### src/afg_pkg.sv
/*
  afg_pkg: constants, field layout and carrier types for the audio format,
  sample-rate and headset input gain / agc control registers.
  assumes a 100 MHz core clock and a register access port decoded upstream
  from the serial control interface on that same clock.
*/
package afg_pkg;

  // ****************************************************************
  // register map
  // ****************************************************************
  localparam logic [7:0]  AFG_FMT_RATE_IDX  = 8'h00;
  localparam logic [7:0]  AFG_GAIN_AGC_IDX  = 8'h01;
  localparam logic [15:0] AFG_FMT_RATE_RST  = 16'h0000;
  localparam logic [15:0] AFG_GAIN_AGC_RST  = 16'hFF00;
  localparam logic [15:0] AFG_FMT_RATE_MASK = 16'hCF3F;

  // field positions, format/rate register
  localparam int AFG_HPF_LSB  = 14;
  localparam int AFG_SAMPLE_WORD_LENGTH_LSB = 10;
  localparam int AFG_FMT_LSB  = 8;
  localparam int AFG_DACR_LSB = 3;
  localparam int AFG_ADCR_LSB = 0;

  // field positions, gain/agc register
  localparam int AFG_MUTE_BIT = 15;
  localparam int AFG_GAIN_LSB = 8;
  localparam int AFG_TGT_LSB  = 5;
  localparam int AFG_TC_LSB   = 1;
  localparam int AFG_AGC_BIT  = 0;

  // ****************************************************************
  // decoded values
  // ****************************************************************
  localparam logic [6:0] AFG_GAIN_MAX_CODE = 7'h77;
  localparam logic [7:0] AFG_HPF_C1_E4     = 8'h2D;
  localparam logic [7:0] AFG_HPF_C2_E4     = 8'h7D;
  localparam logic [7:0] AFG_HPF_C3_E4     = 8'hFA;
  localparam logic [5:0] AFG_SAMPLE_WORD_LENGTH_16       = 6'h10;
  localparam logic [5:0] AFG_SAMPLE_WORD_LENGTH_20       = 6'h14;
  localparam logic [5:0] AFG_SAMPLE_WORD_LENGTH_24       = 6'h18;
  localparam logic [5:0] AFG_SAMPLE_WORD_LENGTH_32       = 6'h20;

  // ****************************************************************
  // timing
  // ****************************************************************
  localparam int AFG_CLK_HZ     = 100_000_000;
  localparam int AFG_CYC_PER_MS = AFG_CLK_HZ / 1000;
  localparam int AFG_ATK_MS0    = 8;
  localparam int AFG_ATK_MS1    = 11;
  localparam int AFG_ATK_MS2    = 16;
  localparam int AFG_ATK_MS3    = 20;
  localparam int AFG_DEC_MS0    = 100;
  localparam int AFG_DEC_MS1    = 200;
  localparam int AFG_DEC_MS2    = 400;
  localparam int AFG_DEC_MS3    = 500;

  // ****************************************************************
  // types
  // ****************************************************************
  typedef enum logic [1:0] {
    AFG_FMT_I2S   = 2'h0,
    AFG_FMT_DSP   = 2'h1,
    AFG_FMT_RIGHT = 2'h2,
    AFG_FMT_LEFT  = 2'h3
  } afg_fmt_t;

  typedef struct packed {
    logic        wr;
    logic        rd;
    logic [7:0]  addr;
    logic [15:0] wdata;
  } afg_bus_t;

  typedef struct packed {
    logic        hpf_en;
    logic [7:0]  hpf_corner_e4;
    logic [5:0]  word_bits;
    afg_fmt_t    format;
    logic [3:0]  dac_div_x2;
    logic [3:0]  adc_div_x2;
    logic        pga_mute;
    logic [7:0]  pga_gain_hdb;
    logic        agc_active;
    logic [5:0]  agc_target_hdb;
    logic [31:0] attack_cycles;
    logic [31:0] decay_cycles;
  } afg_cfg_t;

  typedef struct packed {
    logic [15:0] fmt_rate;
    logic [15:0] gain_agc;
    logic [15:0] rdata;
    afg_cfg_t    cfg;
  } afg_state_t;

endpackage

### src/afg_rate_div.sv
/*
  afg_rate_div: turns a three-bit sample-rate code into the divider applied
  to the reference rate, in half steps. purely combinational; the caller
  registers the result.
*/
`timescale 1ns/1ps
module afg_rate_div (
  // code in
  input  wire logic [2:0] code,
  // divider times two out
  output logic      [3:0] div_x2
);
  import afg_pkg::*;

  always_comb begin
    case (code)
      3'h0:    div_x2 = 4'h2;
      3'h1:    div_x2 = 4'h3;
      3'h2:    div_x2 = 4'h4;
      3'h3:    div_x2 = 4'h6;
      3'h4:    div_x2 = 4'h8;
      3'h5:    div_x2 = 4'hA;
      3'h6:    div_x2 = 4'hB;
      default: div_x2 = 4'hC;
    endcase
  end
endmodule // afg_rate_div

### src/afg_regs.sv
/*
  afg_regs: audio format / sample-rate register and headset input gain /
  agc register, with decoded configuration outputs.
  assumes the serial control port logic delivers one-cycle read and write
  strobes on clk, and that the agc engine supplies its applied gain on clk.
*/
// Overview of operation
// high-pass code 0 disables; others pick 0.0045, 0.0125, 0.025 times fs
// word length code 00..11 selects 16, 20, 24, 32 bits
// format code 00 i2s, 01 dsp, 10 right, 11 left justified
// host uses right justified only with integer dac/adc rate ratio
// dac rate is reference divided by 1,1.5,2,3,4,5,5.5,6
// adc rate uses the same divider set from its own code
// host keeps the reference rate between 39 and 53 khz
// headset input muted while mute bit is 1; resets to 1 (with agc on, the code drives pga_mute to 0 whatever the mute bit)
// programmed pga gain in 0.5 db steps, 0 to 59.5 db
// with agc on and headset selected, gain fields read applied agc gain
// agc read-back gain is eight-bit signed in 0.5 db steps
// agc target 000..101 gives -5.5..-17 db, 111 gives -20 db
// time code low bits pick attack, high bits pick decay
// attack and decay stay fixed in ms whatever the sample rate
// pga follows programmed fields with agc off, agc gain with agc on
// reserved bits read zero and ignore writes
`timescale 1ns/1ps
module afg_regs #(
  parameter int CYC_PER_MS = afg_pkg::AFG_CYC_PER_MS
) (
  // clock and reset
  input  wire logic              clk,
  input  wire logic              reset_n,
  // register access port
  input  wire afg_pkg::afg_bus_t bus,
  output logic [15:0]            rdata,
  // agc engine and input routing
  input  wire logic              headset_selected,
  input  wire logic [7:0]        agc_applied_gain,
  // decoded configuration
  output afg_pkg::afg_cfg_t      cfg
);
  import afg_pkg::*;

  // ****************************************************************
  // helpers
  // ****************************************************************
  function automatic logic [9:0] atk_ms(input logic [1:0] c);
    case (c)
      2'h0:    atk_ms = 10'(AFG_ATK_MS0);
      2'h1:    atk_ms = 10'(AFG_ATK_MS1);
      2'h2:    atk_ms = 10'(AFG_ATK_MS2);
      default: atk_ms = 10'(AFG_ATK_MS3);
    endcase
  endfunction

  function automatic logic [9:0] dec_ms(input logic [1:0] c);
    case (c)
      2'h0:    dec_ms = 10'(AFG_DEC_MS0);
      2'h1:    dec_ms = 10'(AFG_DEC_MS1);
      2'h2:    dec_ms = 10'(AFG_DEC_MS2);
      default: dec_ms = 10'(AFG_DEC_MS3);
    endcase
  endfunction

  // ****************************************************************
  // state
  // ****************************************************************
  afg_state_t st_r;
  afg_state_t st_nxt;
  logic [3:0] div_x2 [2];
  logic       agc_report;
  logic [15:0] gain_view;

  genvar g;
  generate
    for (g = 0; g < 2; g++) begin : g_rate
      afg_rate_div u_div (
        .code   (g == 0 ? st_r.fmt_rate[AFG_DACR_LSB +: 3]
                        : st_r.fmt_rate[AFG_ADCR_LSB +: 3]),
        .div_x2 (div_x2[g])
      );
    end
  endgenerate

  assign agc_report = st_r.gain_agc[AFG_AGC_BIT] & headset_selected;
  // the applied gain replaces mute and gain bits on read only; the stored
  // setting survives so it is back in force when agc is switched off
  assign gain_view  = agc_report ? {agc_applied_gain, st_r.gain_agc[7:0]}
                                 : st_r.gain_agc;

  always_comb begin
    st_nxt = st_r;
    // ****************************************************************
    // register writes
    // ****************************************************************
    if (bus.wr) begin
      if (bus.addr == AFG_FMT_RATE_IDX) begin
        st_nxt.fmt_rate = bus.wdata & AFG_FMT_RATE_MASK;
      end else if (bus.addr == AFG_GAIN_AGC_IDX) begin
        st_nxt.gain_agc = bus.wdata;
      end
    end
    // ****************************************************************
    // reads, one cycle after the strobe; unmapped reads give zero
    // ****************************************************************
    if (bus.rd) begin
      if (bus.addr == AFG_FMT_RATE_IDX) begin
        st_nxt.rdata = st_r.fmt_rate & AFG_FMT_RATE_MASK;
      end else if (bus.addr == AFG_GAIN_AGC_IDX) begin
        st_nxt.rdata = gain_view;
      end else begin
        st_nxt.rdata = 16'h0000;
      end
    end
    // ****************************************************************
    // decode
    // ****************************************************************
    st_nxt.cfg.hpf_en = |st_r.fmt_rate[AFG_HPF_LSB +: 2];
    case (st_r.fmt_rate[AFG_HPF_LSB +: 2])
      2'h1:    st_nxt.cfg.hpf_corner_e4 = AFG_HPF_C1_E4;
      2'h2:    st_nxt.cfg.hpf_corner_e4 = AFG_HPF_C2_E4;
      2'h3:    st_nxt.cfg.hpf_corner_e4 = AFG_HPF_C3_E4;
      default: st_nxt.cfg.hpf_corner_e4 = 8'h00;
    endcase
    case (st_r.fmt_rate[AFG_SAMPLE_WORD_LENGTH_LSB +: 2])
      2'h0:    st_nxt.cfg.word_bits = AFG_SAMPLE_WORD_LENGTH_16;
      2'h1:    st_nxt.cfg.word_bits = AFG_SAMPLE_WORD_LENGTH_20;
      2'h2:    st_nxt.cfg.word_bits = AFG_SAMPLE_WORD_LENGTH_24;
      default: st_nxt.cfg.word_bits = AFG_SAMPLE_WORD_LENGTH_32;
    endcase
    st_nxt.cfg.format     = afg_fmt_t'(st_r.fmt_rate[AFG_FMT_LSB +: 2]);
    st_nxt.cfg.dac_div_x2 = div_x2[0];
    st_nxt.cfg.adc_div_x2 = div_x2[1];
    st_nxt.cfg.agc_active = st_r.gain_agc[AFG_AGC_BIT];
    if (st_r.gain_agc[AFG_AGC_BIT]) begin
      st_nxt.cfg.pga_mute     = 1'b0;
      st_nxt.cfg.pga_gain_hdb = agc_applied_gain;
    end else begin
      st_nxt.cfg.pga_mute = st_r.gain_agc[AFG_MUTE_BIT];
      // codes past 59.5 db saturate there
      if (st_r.gain_agc[AFG_GAIN_LSB +: 7] > AFG_GAIN_MAX_CODE) begin
        st_nxt.cfg.pga_gain_hdb = {1'b0, AFG_GAIN_MAX_CODE};
      end else begin
        st_nxt.cfg.pga_gain_hdb = {1'b0, st_r.gain_agc[AFG_GAIN_LSB +: 7]};
      end
    end
    case (st_r.gain_agc[AFG_TGT_LSB +: 3])
      3'h0:    st_nxt.cfg.agc_target_hdb = 6'h0B;
      3'h1:    st_nxt.cfg.agc_target_hdb = 6'h10;
      3'h2:    st_nxt.cfg.agc_target_hdb = 6'h14;
      3'h3:    st_nxt.cfg.agc_target_hdb = 6'h18;
      3'h4:    st_nxt.cfg.agc_target_hdb = 6'h1C;
      3'h5:    st_nxt.cfg.agc_target_hdb = 6'h22;
      default: st_nxt.cfg.agc_target_hdb = 6'h28;
    endcase
    // counts come from the core clock, never the audio rate
    st_nxt.cfg.attack_cycles =
      32'(atk_ms(st_r.gain_agc[AFG_TC_LSB +: 2]) * CYC_PER_MS);
    st_nxt.cfg.decay_cycles =
      32'(dec_ms(st_r.gain_agc[AFG_TC_LSB + 2 +: 2]) * CYC_PER_MS);
  end

  // ****************************************************************
  // registers
  // ****************************************************************
  always_ff @(posedge clk or negedge reset_n) begin
    if (!reset_n) begin
      st_r                    <= '0;
      st_r.fmt_rate           <= AFG_FMT_RATE_RST;
      st_r.gain_agc           <= AFG_GAIN_AGC_RST;
      st_r.cfg.word_bits      <= AFG_SAMPLE_WORD_LENGTH_16;
      st_r.cfg.dac_div_x2     <= 4'h2;
      st_r.cfg.adc_div_x2     <= 4'h2;
      st_r.cfg.pga_mute       <= 1'b1;
      st_r.cfg.pga_gain_hdb   <= {1'b0, AFG_GAIN_MAX_CODE};
      st_r.cfg.agc_target_hdb <= 6'h0B;
    end else begin
      st_r <= st_nxt;
    end
  end

  assign rdata = st_r.rdata;
  assign cfg   = st_r.cfg;
endmodule // afg_regs

### config.mk
export PLATFORM = sky130hd
export DESIGN_NAME = afg_regs
export DESIGN_NICKNAME = d
export VERILOG_FILES = /design/src/afg_pkg.sv /design/src/afg_rate_div.sv /design/src/afg_regs.sv
export SDC_FILE = /design/constraint.sdc
export NUM_CORES = 1
export LEC_CHECK = 0
export BUFFER_PORTS_ARGS = -buffer_cell sky130_fd_sc_hd__buf_2
export CORE_ASPECT_RATIO = 1.1
export CORE_MARGIN = 1.5
export CORE_UTILIZATION = 41
export CTS_CLUSTER_SIZE = 40
export DETAILED_ROUTE_END_ITERATION = 6
export PLACE_DENSITY = 0.71
export SYNTH_ARGS = -nofsm -noshare
export SYNTH_HDL_FRONTEND = slang
export SYNTH_SLANG_ARGS = --single-unit
### constraint.sdc
create_clock -name clk -period 6.5 [get_ports clk]
set_clock_uncertainty 0.1 [all_clocks]
set_input_delay 1.3 -clock clk [delete_from_list [all_inputs] [get_ports clk]]
set_output_delay 1.3 -clock clk [all_outputs]
set_load 0.01 [all_outputs]
==> results.yml, run 1 <==
worst_setup_path:
  critical_path_required_ns: 6.66
  start_kind: "flip-flop"
  reg2reg_from: "st_r[124]"
  crit_path_end_kind: "flip-flop"
  setup.worst_path.class: "reg -> reg"
  r2r_slack_ns: 3.41
  cp.arrival_ns: 3.26
  rr_endpoint: "cfg[26]"
  rr_worst_depth: 10
  path_max_fanout: 9
timing:
  tightest_slew_ns: 0.808
  max_slew_margin: 0.462
  hold_violations: 0
  fin_crit_ns: 3.09
  fin_tns_setup_ns: 0
  drv_slew: 0
  fmax_mhz: 323
  fin_crit_sh: 0.476
  setup_viol: 0
  grt_setup_unrepaired: "false"
floorplanning:
  io_pins: 158
  die_x_um: 116
  core_um2: 13800
  initial_utilization: 0.419
  die_area_um2: 14800
  die_y_um: 127
  rows: 45
synthesis:
  syn_area_per_cell_um2: 11.2
  synth_commonest_cells: "121 x buf_4, 87 x dfrtp_1, 49 x inv_1"
  ys_async_sr_fraction: 1.00
  synth_top_area_cell: "dfrtp_1"
  synth_most_common_cell: "buf_4"
  netlist_area_um2: 5770
  synth.area.top_cells: "dfrtp_1 38%, buf_4 16%, dfstp_2 9.6%"
  ys.flop_type: "dfrtp_1"
  ys_types: 44
  ys_seq_elements: 108
  yosysWarnings: 0
  yosys.area.top_type_share: 0.377
  ys_seq_area_frac: 0.473
  synth_edf_count: 0
  syn_inst: 517
clock_network:
  post_cts_resized: 0
  clkTransAtPathRegs_ns: 0.07
  clock_latency_ns: 0.34
  cts_tree: "built"
  clock-sinks: 108
  cts.hold.buffers_added: 0
  post-cts-setup-buffers: 0
  root_buffer: "clkbuf_16"
  cts_made_buffers: 9
  clk_path_buf_depth: 2
  htree_levels: 3
cells_and_area:
  final_util: 0.441
  layout.nets: 623
  syn2layout_area_growth_pct: 5.40
  diodes: 0
  drive_gt1_frac: 0.368
route:
  wl_per_cell_um: 14.2
  drtIter0Drc: 106
  routed_via_density: 4.56
  drc_errors: 0
  dr.pass1.iters: 4
  via_count: 3381
  ant_nets: 0
  wirelength_um: 10500
outcome:
  status: "finished clean"
grt:
  overflow: 0
  antenna_found_initial: 0
  grt_max_degree: 68
  grt-busiest-layer: "met2"
  grtUsageMet1: 0.179
  grt_pass1_wl_um: 16500
  grt_use_met3: 0.0289
  met2_usage: 0.247
  grt.total_usage: 0.146
  grt_pass1_vias: 3309
min_path:
  min_delay_worst_endpoint: "cfg[88]"
  hold_path.class: "reg -> reg"
  hold_depth: 0
  hp-start: "st_nxt[88]"
placed_design:
  dp_hpwl_um: 7740
  gp_congestion: 0.790
  io_buffers: 129
pwr:
  vdd_drop_max_mv: 0.121
  leakagePower_uw: 0.00325
  powerDensity_nw_per_um2: 240
job:
  cap_violations: 0
-- per-layer routing --
| metal | part of all wire | wire length (µm) | vias to the layer above |
|---|---|---|---|
| li1 | - | - | 1596 |
| met1 | 0.42 | 4420 | 1665 |
| met2 | 0.52 | 5480 | 106 |
| met3 | 0.041 | 431 | 14 |
| met4 | 0.020 | 212 | 0 |
| met5 | 0 | 0 | - |
-- sequential cells by signal (all words and copies together), names as in the netlist --
name,cells
rdata,16
cfg,64
st_nxt,3
st_r,25
-- through the flow --
stage          power, µW  setup slack [ns]  hold WS [ns]  std cells  area (µm²)
2_1_floorplan        902              3.56         0.252        545        5880
3_3_place_gp         921              3.21         0.278        726        5790
3_5_place_dp         928              3.18         0.283        726        5790
4_1_cts             1490              3.40         0.300        742        6080
5_1_grt             1540              3.24         0.318        742        6080
6_report            1460              3.41         0.298        742        6080
-- worst max-delay path by stage --
stage          startpoint  slack, ns        end  cells after the start
5_1_grt         st_r[125]       3.24    cfg[26]                     10
4_1_cts         st_r[125]       3.40    cfg[26]                     10
3_5_place_dp      bus[22]       3.18  st_r[137]                      5
2_1_floorplan     bus[22]       3.56  st_r[127]                      5
6_report        st_r[124]       3.41    cfg[26]                     10
3_3_place_gp      bus[22]       3.21  st_r[152]                      5
-- kinds of logic (layout without fill, tap and decap cells) --
kind of cell | count (synthesis) | after routing | share of synthesized area
xor+xnor | 15 | 15 | 0.0228
simple gates | 68 | 68 | 0.0646
mux | 40 | 40 | 0.0891
flops | 108 | 108 | 0.473
buf+inv | 186 | 195 | 0.202
other cells | 1 | 29 | 0.000650
compound gates | 62 | 62 | 0.0678
fa+ha+maj | 37 | 37 | 0.0802
-- where the power goes --
group	total (µW)	internal (µW)	switching, µW
clock network	549	302	247
logic	177	73.0	104
registers	735	713	21.9
-- cells in the final DEF (no fill, tap or decap), drive strengths merged, types with 11 or more instances in the layout --
cell type  instances
conb              29
nand3             11
dfstp             21
nand2             18
inv               51
nor2              13
o22ai             16
mux2              31
buf              130
o21ai             12
dfrtp             87
ha                37
a21oi             13
-- worst max-delay path: stages (launching register included) --
cell      delay [ns]
dfrtp_1         0.46
inv_1           0.16
ha_1            0.43
ha_1            0.34
a31o_2          0.24
ha_1            0.31
a21o_1          0.22
a211oi_1        0.24
a21oi_1         0.14
o211ai_1        0.24
xnor2_1         0.14
-- layout make-up --
class / count / area, µm²
tap: 188 / 235
inverter: 49 / 184
clock inverter: 6 / 70.1
fill: 1286 / 7710
timing repair buffer: 130 / 656
clock buffer: 10 / 229
multi-input combinational: 251 / 1980
sequential: 108 / 2730
Power figures use the tool's default switching activity.
==> run 2: changes to the inputs <==
--- a/config.mk
+++ b/config.mk
@@ -5,6 +5,7 @@
 export SDC_FILE = /design/constraint.sdc
 export NUM_CORES = 1
 export LEC_CHECK = 0
+export ABC_AREA = 1
 export BUFFER_PORTS_ARGS = -buffer_cell sky130_fd_sc_hd__buf_2
 export CORE_ASPECT_RATIO = 1.1
 export CORE_MARGIN = 1.5
==> constraint.sdc (replaced) <==
create_clock -name clk -period 2.9 [get_ports clk]
set_clock_uncertainty 0.1 [all_clocks]
set_input_delay 0.58 -clock clk [delete_from_list [all_inputs] [get_ports clk]]
set_output_delay 0.58 -clock clk [all_outputs]
set_load 0.01 [all_outputs]
==> run 2 against run 1 <==
- utilization decreased by 0.22 points
- sequential power increased by 120%
- sequential cell count unchanged
- fmax increased by 18%
- clock power increased by 110%
- largest cell class unchanged
- worst setup slack got worse by 3.1 ns
- register-to-register slack got worse by 3.1 ns
- final area increased by 3.4%
- critical path depth increased by 3
- first-iteration DRC count increased by 77%
- highest routed layer unchanged
==> results.yml, run 2 <==
timing:
  fin_crit_ns: 2.63
  max_slew_margin: 0.582
  fin_tns_setup_ns: 0
  fin_crit_sh: 0.906
  grt_setup_unrepaired: "false"
  setup_viol: 0
  hold_violations: 0
  setup_ws_ns: 0.274
  drv_slew: 0
  fmax_mhz: 381
  tightest_slew_ns: 0.627
cells_and_area:
  drive_gt1_frac: 0.367
  final_common_cell: "buf_2"
  syn2layout_area_growth_pct: 5.08
  largest_reg_flops: 64
  final_cell_mix: "128 x buf_2, 87 x dfrtp_1, 86 x nand2_1"
  final_util: 0.439
  top_register: "cfg"
  layout.nets: 723
  fillers: 1427
  diodes: 0
  stdcell_area_um2: 6290
clock_network:
  clk_path_buf_depth: 2
  clock_latency_ns: 0.35
  post-cts-setup-buffers: 0
  post_cts_resized: 0
  htree_levels: 3
  cts_tree: "built"
  clkTransAtPathRegs_ns: 0.07
  cts.hold.buffers_added: 0
  clock-sinks: 108
  cts_made_buffers: 9
  root_buffer: "clkbuf_16"
pwr:
  powerDensity_nw_per_um2: 508
  p_int_uw: 2330
  combPwrFrac: 0.129
  seqPwrFrac: 0.512
  vdd_drop_max_mv: 0.243
  clockPowerShare: 0.359
  switchingPower_uw: 863
  swShare: 0.270
  leakagePower_uw: 0.00343
synthesis:
  synth_most_common_cell: "buf_4"
  yosysWarnings: 0
  ys_seq_elements: 108
  ys.flop_type: "dfrtp_1"
  synth_top_area_cell: "dfrtp_1"
  syn_inst: 610
  synth_edf_count: 0
  ys_async_sr_fraction: 1.00
  synth.area.top_cells: "dfrtp_1 36%, buf_4 15%, dfstp_2 9.2%"
  synth_commonest_cells: "122 x buf_4, 87 x dfrtp_1, 86 x nand2_1"
  ys_seq_area_frac: 0.456
  yosys.area.top_type_share: 0.364
  syn_area_per_cell_um2: 9.81
  ys_types: 41
  netlist_area_um2: 5990
floorplanning:
  initial_utilization: 0.418
  rows: 46
  die_y_um: 130
  die_x_um: 118
  io_pins: 158
  core_um2: 14300
  die_area_um2: 15300
worst_setup_path:
  crit_path_end_kind: "flip-flop"
  setup.worst_path.class: "reg -> reg"
  path_max_fanout: 8
  critical_path_required_ns: 3.04
  start_kind: "flip-flop"
  cp.arrival_ns: 2.77
placed_design:
  gp_congestion: 0.857
  place_ws_ns: 0.291
  io_buffers: 129
  dp_hpwl_um: 8320
  place_area_um2: 6010
outcome:
  status: "finished clean"
route:
  ant_nets: 0
  wl_per_cell_um: 13.1
  wirelength_um: 11100
  drc_errors: 0
  via_count: 3768
  routed_via_density: 4.45
  drtIter0Drc: 188
  dr.pass1.iters: 4
min_path:
  hold_path.class: "in -> async"
grt:
  grt_pass1_vias: 3514
  antenna_found_initial: 0
  grt_max_degree: 44
  overflow: 0
  grt.total_usage: 0.149
  grt_pass1_wl_um: 17700
job:
  cap_violations: 0
## run 2: cell types whose count changed after synthesis, sizes merged, moves of 7 or more
cell,before,now
nand2,18,100
mux2,31,0
o21ai,12,41
inv,49,71
nor2,13,34
nand3,11,27
o22ai,16,1
clkbuf,12,3
o211ai,4,11
## run 2: kinds of logic (layout without fill, tap and decap cells)
kind of cell    after synthesis  after routing  synth area share
flops                       108            108             0.456
simple gates                166            166             0.132
compound gates               81             81             0.103
fa+ha+maj                    37             37            0.0773
other cells                   1             29          0.000626
mux                           3              3           0.00502
xor+xnor                      8              8            0.0117
buf+inv                     206            222             0.215
## run 2: area by class of cell
| class | count | area [µm²] | share of cell area |
|---|---|---|---|
| well taps | 192 | 240 | 0.0382 |
| inverters | 72 | 270 | 0.0430 |
| multi-input cells | 324 | 2080 | 0.330 |
| flip-flops and latches | 108 | 2730 | 0.434 |
| clock inverters | 7 | 51.3 | 0.00816 |
| repair buffers | 134 | 698 | 0.111 |
| clock buffers | 9 | 225 | 0.0358 |
## run 2: metal layers
layer / up-vias / track usage / share of wire
li1: 1863 / - / -
met1: 1768 / 0.192 / 0.46
met2: 123 / 0.243 / 0.48
met3: 14 / 0.0293 / 0.049
met4: 0 / 0.0710 / 0.019
met5: - / 0 / 0
## run 2: path summary, 6_finish.rpt
kind / start / to / slack, ns / depth (start not counted)
setup reg to reg: st_r[124] / cfg[22] / 0.27 / 13
hold / removal: reset_n / rdata[13] / 0.11 / 1
hold reg to reg: st_nxt[89] / cfg[89] / 0.33 / 0
max in group asynchronous: reset_n / cfg[67] / 1.88 / 2
min in group clk: st_nxt[89] / cfg[89] / 0.33 / 0
setup / recovery: st_r[124] / cfg[22] / 0.27 / 13
## run 2: worst max-delay path: stages, from the launching register on
cell     delay [ns]
dfrtp_1        0.45
inv_1          0.19
ha_1           0.36
ha_1           0.33
a21o_1         0.19
ha_1           0.28
nand2_1        0.07
a21oi_1        0.05
nor2_1         0.10
nand2_1        0.11
nand3_1        0.11
nand2_1        0.06
nand2_1        0.05
nand2_1        0.05
## run 2: metrics by stage
step                hold WS [ns]  total power [µW]  instances
floorplan                  0.184              2020        638
global placement           0.309              2080        830
detailed placement         0.314              2080        830
CTS                        0.137              3240        846
global route               0.152              3350        846
finish                     0.112              3200        846
## run 2: power by group through the flow
stage	logic (µW)	clock network, µW	registers [µW]
2_1_floorplan	369	0	1650
3_3_place_gp	412	0	1670
3_5_place_dp	417	0	1670
4_1_cts	419	1190	1640
5_1_grt	462	1240	1650
6_report	412	1150	1640
